--- config.mk ---
export PLATFORM = sky130hd
export DESIGN_NAME = sem_port_host
export DESIGN_NICKNAME = d
export VERILOG_FILES = /design/src/sem_host_pkg.sv /design/src/flag_sync.sv /design/src/sem_port_host.sv
export VERILOG_INCLUDE_DIRS = /design/src
export SDC_FILE = /design/constraint.sdc
export NUM_CORES = 1
export LEC_CHECK = 0
export ABC_AREA = 1
export BUFFER_PORTS_ARGS = -buffer_cell sky130_fd_sc_hd__clkbuf_2
export CORE_UTILIZATION = 45
export DETAILED_ROUTE_END_ITERATION = 10
export HOLD_SLACK_MARGIN = 0.03
export PLACE_DENSITY_LB_ADDON = 0.15
export SLEW_MARGIN = 20
export SYNTH_ARGS = -nofsm -noshare
export SYNTH_HDL_FRONTEND = slang
export SYNTH_SLANG_ARGS = --single-unit
--- constraint.sdc ---
create_clock -name clk_i -period 1.82 [get_ports clk_i]
set_input_delay 0.091 -clock clk_i [delete_from_list [all_inputs] [get_ports clk_i]]
set_output_delay 0.091 -clock clk_i [all_outputs]
set_load 0.03 [all_outputs]
--- src/sem_host_regs.svh ---
// Overview of operation
// - host requests by writing zero, releases by writing one from this port.
// - host raises select and output enable between successive polling reads.
// - claim is always write zero first, then read back; zero means granted.
// - failed claim keeps polling, then withdraws by writing one.
// - init command writes one to all eight flags.
`ifndef SEM_HOST_REGS_SVH
`define SEM_HOST_REGS_SVH

// ============================================================
// timing figures in ns, clock period in ns
`define SEM_CLK_NS 10
`define SEM_T_AS_NS 10
`define SEM_T_WP_NS 45
`define SEM_T_WR_NS 10
`define SEM_T_ACC_NS 55
`define SEM_T_GAP_NS 20

// ============================================================
// counts and field layout
`define SEM_SYNC_CYC 4'h2
`define SEM_POLL_LIMIT 8'h10
`define SEM_LAST_INDEX 3'h7
`define SEM_FIRST_INDEX 3'h0
`define SEM_BIT_RELEASE 1'h1
`define SEM_BIT_REQUEST 1'h0
`define SEM_ALL_ZERO 8'h00
`define SEM_FLAG_RESET 8'hff

`endif

--- src/sem_host_pkg.sv ---
package sem_host_pkg;

    // ============================================================
    // controller states, one-hot
    typedef enum logic [5:0] {
        ST_IDLE = 6'h01,
        ST_WSET = 6'h02,
        ST_WPUL = 6'h04,
        ST_WEND = 6'h08,
        ST_RACC = 6'h10,
        ST_RGAP = 6'h20
    } state_t;

    // ============================================================
    // user commands
    typedef enum logic [1:0] {
        OP_CLAIM = 2'h0,
        OP_RELEASE = 2'h1,
        OP_INIT = 2'h2,
        OP_READ = 2'h3
    } op_t;

endpackage

--- src/flag_sync.sv ---
`timescale 1ns/100ps
// two-stage synchroniser for the returned data pins
module flag_sync (
    input wire logic clk_i,
    input wire logic resetn_i,
    input wire logic [7:0] d_i,
    output logic [7:0] q_o
);

    logic [7:0] meta;
    logic [7:0] next_meta;
    logic [7:0] next_q;

    // first stage feeds only the second stage
    always_comb begin
        next_meta = d_i;
        next_q = meta;
    end

    always_ff @(posedge clk_i or negedge resetn_i) begin
        if (!resetn_i) begin
            meta <= 8'h00;
            q_o <= 8'h00;
        end else begin
            meta <= next_meta;
            q_o <= next_q;
        end
    end

endmodule

--- src/sem_port_host.sv ---
`timescale 1ns/100ps
`include "sem_host_regs.svh"
// drives one port of the flag space of a dual-port memory
module sem_port_host (
    input wire logic clk_i,
    input wire logic resetn_i,
    input wire logic cmd_valid_i,
    input wire logic [1:0] cmd_op_i,
    input wire logic [2:0] cmd_index_i,
    output logic cmd_ready_o,
    output logic done_o,
    output logic granted_o,
    output logic [7:0] flag_o,
    output logic ce_n_o,
    output logic flag_space_select_n_o,
    output logic rw_n_o,
    output logic oe_n_o,
    output logic [2:0] flag_index_lines_o,
    output logic [7:0] data_o,
    output logic data_oe_o,
    input wire logic [7:0] data_i
);

    // ============================================================
    // helpers
    // least time rounded up to whole cycles, never below one
    function automatic logic [3:0] ns_to_cyc(input int ns);
        int c;
        c = (ns + `SEM_CLK_NS - 1) / `SEM_CLK_NS;
        if (c < 1) c = 1;
        return c[3:0];
    endfunction

    // ============================================================
    // state
    sem_host_pkg::state_t state, next_state;
    sem_host_pkg::op_t op, next_op;
    logic [3:0] cnt, next_cnt;
    logic [2:0] idx, next_idx;
    logic [7:0] polls, next_polls;
    logic wr_bit, next_wr_bit;
    logic sel_n, next_sel_n;
    logic rw_n, next_rw_n;
    logic oe_n, next_oe_n;
    logic doe, next_doe;
    logic done, next_done;
    logic granted, next_granted;
    logic [7:0] flag, next_flag;
    logic [7:0] din_sync;

    flag_sync u_sync (
        .clk_i(clk_i),
        .resetn_i(resetn_i),
        .d_i(data_i),
        .q_o(din_sync)
    );

    // ============================================================
    // sequencer
    always_comb begin
        next_state = state;
        next_op = op;
        next_cnt = cnt;
        next_idx = idx;
        next_polls = polls;
        next_wr_bit = wr_bit;
        next_sel_n = sel_n;
        next_rw_n = rw_n;
        next_oe_n = oe_n;
        next_doe = doe;
        next_done = 1'b0;
        next_granted = granted;
        next_flag = flag;
        case (state)
            sem_host_pkg::ST_IDLE: begin
                // chip enable and select high: port rests in standby
                next_sel_n = 1'b1;
                next_rw_n = 1'b1;
                next_oe_n = 1'b1;
                next_doe = 1'b0;
                if (cmd_valid_i) begin
                    next_op = sem_host_pkg::op_t'(cmd_op_i);
                    next_idx = cmd_index_i;
                    next_polls = 8'h00;
                    next_granted = 1'b0;
                    case (sem_host_pkg::op_t'(cmd_op_i))
                        sem_host_pkg::OP_CLAIM: begin
                            // write comes before any read
                            next_wr_bit = `SEM_BIT_REQUEST;
                            next_state = sem_host_pkg::ST_WSET;
                        end
                        sem_host_pkg::OP_RELEASE: begin
                            next_wr_bit = `SEM_BIT_RELEASE;
                            next_state = sem_host_pkg::ST_WSET;
                        end
                        sem_host_pkg::OP_INIT: begin
                            // sweep every flag from index zero
                            next_idx = `SEM_FIRST_INDEX;
                            next_wr_bit = `SEM_BIT_RELEASE;
                            next_state = sem_host_pkg::ST_WSET;
                        end
                        default: begin
                            next_state = sem_host_pkg::ST_RACC;
                        end
                    endcase
                    next_cnt = (sem_host_pkg::op_t'(cmd_op_i) ==
                                sem_host_pkg::OP_READ) ?
                        ns_to_cyc(`SEM_T_ACC_NS) + `SEM_SYNC_CYC - 4'h1 :
                        ns_to_cyc(`SEM_T_AS_NS) - 4'h1;
                    next_sel_n = 1'b0;
                    next_oe_n = (sem_host_pkg::op_t'(cmd_op_i) !=
                                 sem_host_pkg::OP_READ);
                    next_doe = (sem_host_pkg::op_t'(cmd_op_i) !=
                                sem_host_pkg::OP_READ);
                end
            end
            sem_host_pkg::ST_WSET: begin
                // address and data settle before the strobe falls
                if (cnt == 4'h0) begin
                    next_rw_n = 1'b0;
                    next_cnt = ns_to_cyc(`SEM_T_WP_NS) - 4'h1;
                    next_state = sem_host_pkg::ST_WPUL;
                end else begin
                    next_cnt = cnt - 4'h1;
                end
            end
            sem_host_pkg::ST_WPUL: begin
                if (cnt == 4'h0) begin
                    next_rw_n = 1'b1;
                    next_sel_n = 1'b1;
                    next_cnt = ns_to_cyc(`SEM_T_WR_NS) - 4'h1;
                    next_state = sem_host_pkg::ST_WEND;
                end else begin
                    next_cnt = cnt - 4'h1;
                end
            end
            sem_host_pkg::ST_WEND: begin
                // data held past the strobe, then released except between init writes
                if (cnt == 4'h0) begin
                    next_doe = 1'b0;
                    if (op == sem_host_pkg::OP_CLAIM &&
                        wr_bit == `SEM_BIT_REQUEST) begin
                        next_sel_n = 1'b0;
                        next_oe_n = 1'b0;
                        next_cnt = ns_to_cyc(`SEM_T_ACC_NS) +
                                   `SEM_SYNC_CYC - 4'h1;
                        next_state = sem_host_pkg::ST_RACC;
                    end else if (op == sem_host_pkg::OP_INIT &&
                                 idx != `SEM_LAST_INDEX) begin
                        next_idx = idx + 3'h1;
                        next_sel_n = 1'b0;
                        next_doe = 1'b1;
                        next_cnt = ns_to_cyc(`SEM_T_AS_NS) - 4'h1;
                        next_state = sem_host_pkg::ST_WSET;
                    end else begin
                        next_done = 1'b1;
                        next_state = sem_host_pkg::ST_IDLE;
                    end
                end else begin
                    next_cnt = cnt - 4'h1;
                end
            end
            sem_host_pkg::ST_RACC: begin
                // device holds its value while both strobes stay low
                if (cnt == 4'h0) begin
                    next_flag = din_sync;
                    next_sel_n = 1'b1;
                    next_oe_n = 1'b1;
                    next_cnt = ns_to_cyc(`SEM_T_GAP_NS) - 4'h1;
                    next_state = sem_host_pkg::ST_RGAP;
                end else begin
                    next_cnt = cnt - 4'h1;
                end
            end
            sem_host_pkg::ST_RGAP: begin
                // all bits zero means this port holds the token
                if (cnt != 4'h0) begin
                    next_cnt = cnt - 4'h1;
                end else if (op != sem_host_pkg::OP_CLAIM) begin
                    next_done = 1'b1;
                    next_state = sem_host_pkg::ST_IDLE;
                end else if (flag == `SEM_ALL_ZERO) begin
                    next_granted = 1'b1;
                    next_done = 1'b1;
                    next_state = sem_host_pkg::ST_IDLE;
                end else if (polls == `SEM_POLL_LIMIT) begin
                    // never leave a pending zero behind
                    next_wr_bit = `SEM_BIT_RELEASE;
                    next_sel_n = 1'b0;
                    next_doe = 1'b1;
                    next_cnt = ns_to_cyc(`SEM_T_AS_NS) - 4'h1;
                    next_state = sem_host_pkg::ST_WSET;
                end else begin
                    next_polls = polls + 8'h01;
                    next_sel_n = 1'b0;
                    next_oe_n = 1'b0;
                    next_cnt = ns_to_cyc(`SEM_T_ACC_NS) +
                               `SEM_SYNC_CYC - 4'h1;
                    next_state = sem_host_pkg::ST_RACC;
                end
            end
            default: begin
                next_state = sem_host_pkg::ST_IDLE;
            end
        endcase
    end

    always_ff @(posedge clk_i or negedge resetn_i) begin
        if (!resetn_i) begin
            state <= sem_host_pkg::ST_IDLE;
            op <= sem_host_pkg::OP_CLAIM;
            cnt <= 4'h0;
            idx <= 3'h0;
            polls <= 8'h00;
            wr_bit <= `SEM_BIT_RELEASE;
            sel_n <= 1'b1;
            rw_n <= 1'b1;
            oe_n <= 1'b1;
            doe <= 1'b0;
            done <= 1'b0;
            granted <= 1'b0;
            flag <= `SEM_FLAG_RESET;
        end else begin
            state <= next_state;
            op <= next_op;
            cnt <= next_cnt;
            idx <= next_idx;
            polls <= next_polls;
            wr_bit <= next_wr_bit;
            sel_n <= next_sel_n;
            rw_n <= next_rw_n;
            oe_n <= next_oe_n;
            doe <= next_doe;
            done <= next_done;
            granted <= next_granted;
            flag <= next_flag;
        end
    end

    // ============================================================
    // pins and results
    // memory array stays deselected for all flag traffic
    assign ce_n_o = 1'b1;
    assign flag_space_select_n_o = sel_n;
    assign rw_n_o = rw_n;
    assign oe_n_o = oe_n;
    assign flag_index_lines_o = idx;
    // only the lowest bit matters; upper bits copy it
    assign data_o = {8{wr_bit}};
    assign data_oe_o = doe;
    assign cmd_ready_o = (state == sem_host_pkg::ST_IDLE);
    assign done_o = done;
    assign granted_o = granted;
    assign flag_o = flag;

endmodule

==> reports/metrics.cfg <==
[status]
status=finished clean

[place]
place_hpwl_mm=4.33
place_inst=459
dpl_cell_area_mm2=0.00319
dp_slack_ps=58.1
io_buffer_count=41
place_congestion=0.871

[sta]
setup_viol=0
finClkSkew_ps=8.64
min_period_ps=1750
drv_slew=0
fmax_ghz=0.572
timing.final.crit_share_pct=96.1
worst_pin_slew_ps=545
slew_headroom_pct=63.7
rsz0062_at_grt=no
fin_setup_tns_ps=0
setup_ws_ps=70.5
whs_ps=63.0
hold_viol=0

[power]
power_density_mw_per_mm2=1540
ir_drop_v=0.000841
leakage_nw=1.85
total_power_mw=5.30

[floorplanning]
pin_count=43
die_h_um=82.7
rows=29
initial_utilization_pct=46.5
core-area_mm2=0.00631
die_area_mm2=0.00684
fp.dieW_um=82.7

[grt]
grt_pass1_vias=2072
grt_max_degree=35
grt.overflow.total=0
grt_pass1_wl_mm=9.41
antenna_found_initial=0
grt_usage_pct=18.4

[drt]
drt_iter0_drc=114
wl_mm=5.79
drt.antenna.violating_nets=0
wire_per_inst_um=12.1
drt_first_pass_iters=4
via_per_inst=4.80
drcViolationCount=0
vias=2305

[setup_path]
path_class=reg -> reg
end_kind=flip-flop
crit_required_ps=2010
start_kind=flip-flop
cp_max_fo=16
worst_ep_arrival_time_ps=1940

[synthesis]
synth_area_leaders=dfrtp_1, dfstp_2, nand2_1
synth-seq-cells=54
synthDistinctLibCells=32
syn_avg_cell_area_um2=8.48
synth.top_cell.area_share_pct=35.0
syn-num-nets=371
yosysTopAreaCell=dfrtp_1
seq_area_frac_synth_pct=46.6
netlist_area_mm2=0.00293
yosysWarnings=0
syn_inst=346

[run]
drv_cap=0

[cells_and_area]
seqCellArea_mm2=0.00137
layout-drive-gt1-share_pct=32.0
nNetsFinal=427
fin_area_mm2=0.00345
fill_cells=599
antenna_cells=0
post-route-util_pct=54.7
multi_input_area_mm2=0.00133
stdcell_count=480
syn_to_final_growth_pct=17.7

[clocking]
cts_max_level=2
cts_buffers=5
clk_latency_ps=310
cts_num_sinks=54
max-clock-path-buffers=2
clock-root-buffer=clkbuf_8
cts_tree=yes
clkTransAtPathRegs_ps=110

[min_path]
hold_class=in -> reg

## placed cells by master (no fill, tap or decap)
cell type,netlist,routed
a21oi_1,7,7
buf_12,1,1
buf_4,10,13
clkbuf_2,0,41
clkbuf_8,0,5
clkinv_4,0,1
conb_1,1,1
dfrtp_1,41,41
dfstp_2,13,13
dlygate4sd3_1,0,9
ha_1,9,9
inv_1,34,33
inv_2,6,7
inv_6,0,1
inv_8,0,1
mux2_2,1,1
mux2_4,5,5
nand2_1,90,87
nand2_2,7,10
nand2_4,2,2
nand3_1,20,17
nand3_2,2,4
nand3_4,0,1
nand4_1,4,4
nand4_2,1,1
nor2_1,35,31
nor2_2,3,6
nor2_4,4,5
nor3_1,1,1
nor3b_1,1,1
o21a_1,1,1
o21ai_0,26,25
o21ai_1,0,1
o21ai_2,7,7
o22ai_1,1,1
or2_2,4,4
xnor2_1,2,2
xor2_1,3,3
## worst paths after layout
kind / startpoint / to / slack [ps] / cells past startpoint
worst min-delay path: cmd_op_i[1] / op[1]$_DFFE_PN0P_ / 60 / 3
worst min register to register: u_sync.meta[0]$_DFF_PN0_ / u_sync.q_o[0]$_DFF_PN0_ / 360 / 0
max in group asynchronous: resetn_i / flag_o[6]$_DFFE_PN1P_ / 910 / 3
worst max-delay path: state[2]$_DFFE_PN0P_ / polls[7]$_DFFE_PN0P_ / 70 / 9
worst max register to register: state[2]$_DFFE_PN0P_ / polls[7]$_DFFE_PN0P_ / 70 / 9
min in group asynchronous: resetn_i / cnt[2]$_DFFE_PN0P_ / 280 / 2
## critical path, stage by stage, from the launching register on
cell	delay, ps
dfrtp_1	440
nor2_4	190
nand2_2	80
nor2_4	200
buf_4	180
nand2_4	70
nand2_2	90
nor2_2	50
nand2_4	190
o21ai_0	130
## area by class of cell
| cell class | count | area share [%] |
|---|---|---|
| Clock buffer | 5 | 1.99 |
| Clock inverter | 3 | 0.834 |
| Inverter | 40 | 4.35 |
| Multi-Input combinational cell | 237 | 38.4 |
| Sequential cell | 54 | 39.6 |
| Tap cell | 77 | 2.79 |
| Timing Repair Buffer | 64 | 12.0 |
## repair_timing
item,4_1_cts,5_1_grt
hold endpoints to repair,23,0
hold buffers,9,0
endpoints found under the setup margin,0,15
resized for setup,0,14
setup buffers,0,4
## Yosys cell counts, drive strengths merged
master / n
a21oi: 7
buf: 15
conb: 1
dfrtp: 41
dfstp: 13
ha: 9
inv: 40
mux2: 6
nand2: 99
nand3: 22
nand4: 5
nor2: 42
nor3: 1
nor3b: 1
o21a: 1
o21ai: 33
o22ai: 1
or2: 4
xnor2: 2
xor2: 3
## sequential cells by signal, indices dropped and copies added, names as in the netlist
| register | flops |
|---|---|
| oe_n_o | 1 |
| flag_space_select_n_o | 1 |
| u_sync.q_o | 8 |
| polls | 8 |
| granted_o | 1 |
| state | 6 |
| data_oe_o | 1 |
| wr_bit | 1 |
| flag_index_lines_o | 3 |
| done_o | 1 |
| op | 2 |
| flag_o | 8 |
| u_sync.meta | 8 |
| rw_n_o | 1 |
| cnt | 4 |
## power by group
part	total (mW)	leakage, nW	switching, mW	internal, mW
Clock	0.724	0.0506	0.436	0.289
Combinational	2.77	1.14	1.87	0.903
Sequential	1.81	0.656	0.219	1.59
## cells by family after synthesis
group	count (synthesis)	share of synthesized area (%)
simple gates	174	27.1
fa+ha+maj	9	3.84
compound gates	42	8.19
buf+inv	55	9.68
flops	54	46.6
xor+xnor	5	1.49
mux	6	2.94
other cells	1	0.128
## layer usage
metal,part of all wire (%),track usage (%)
met1,47,24.1
met2,48,30.8
met3,3.1,3.30
met4,1.9,5.52
met5,0,0
No activity file was read; power rests on OpenSTA's default activity.
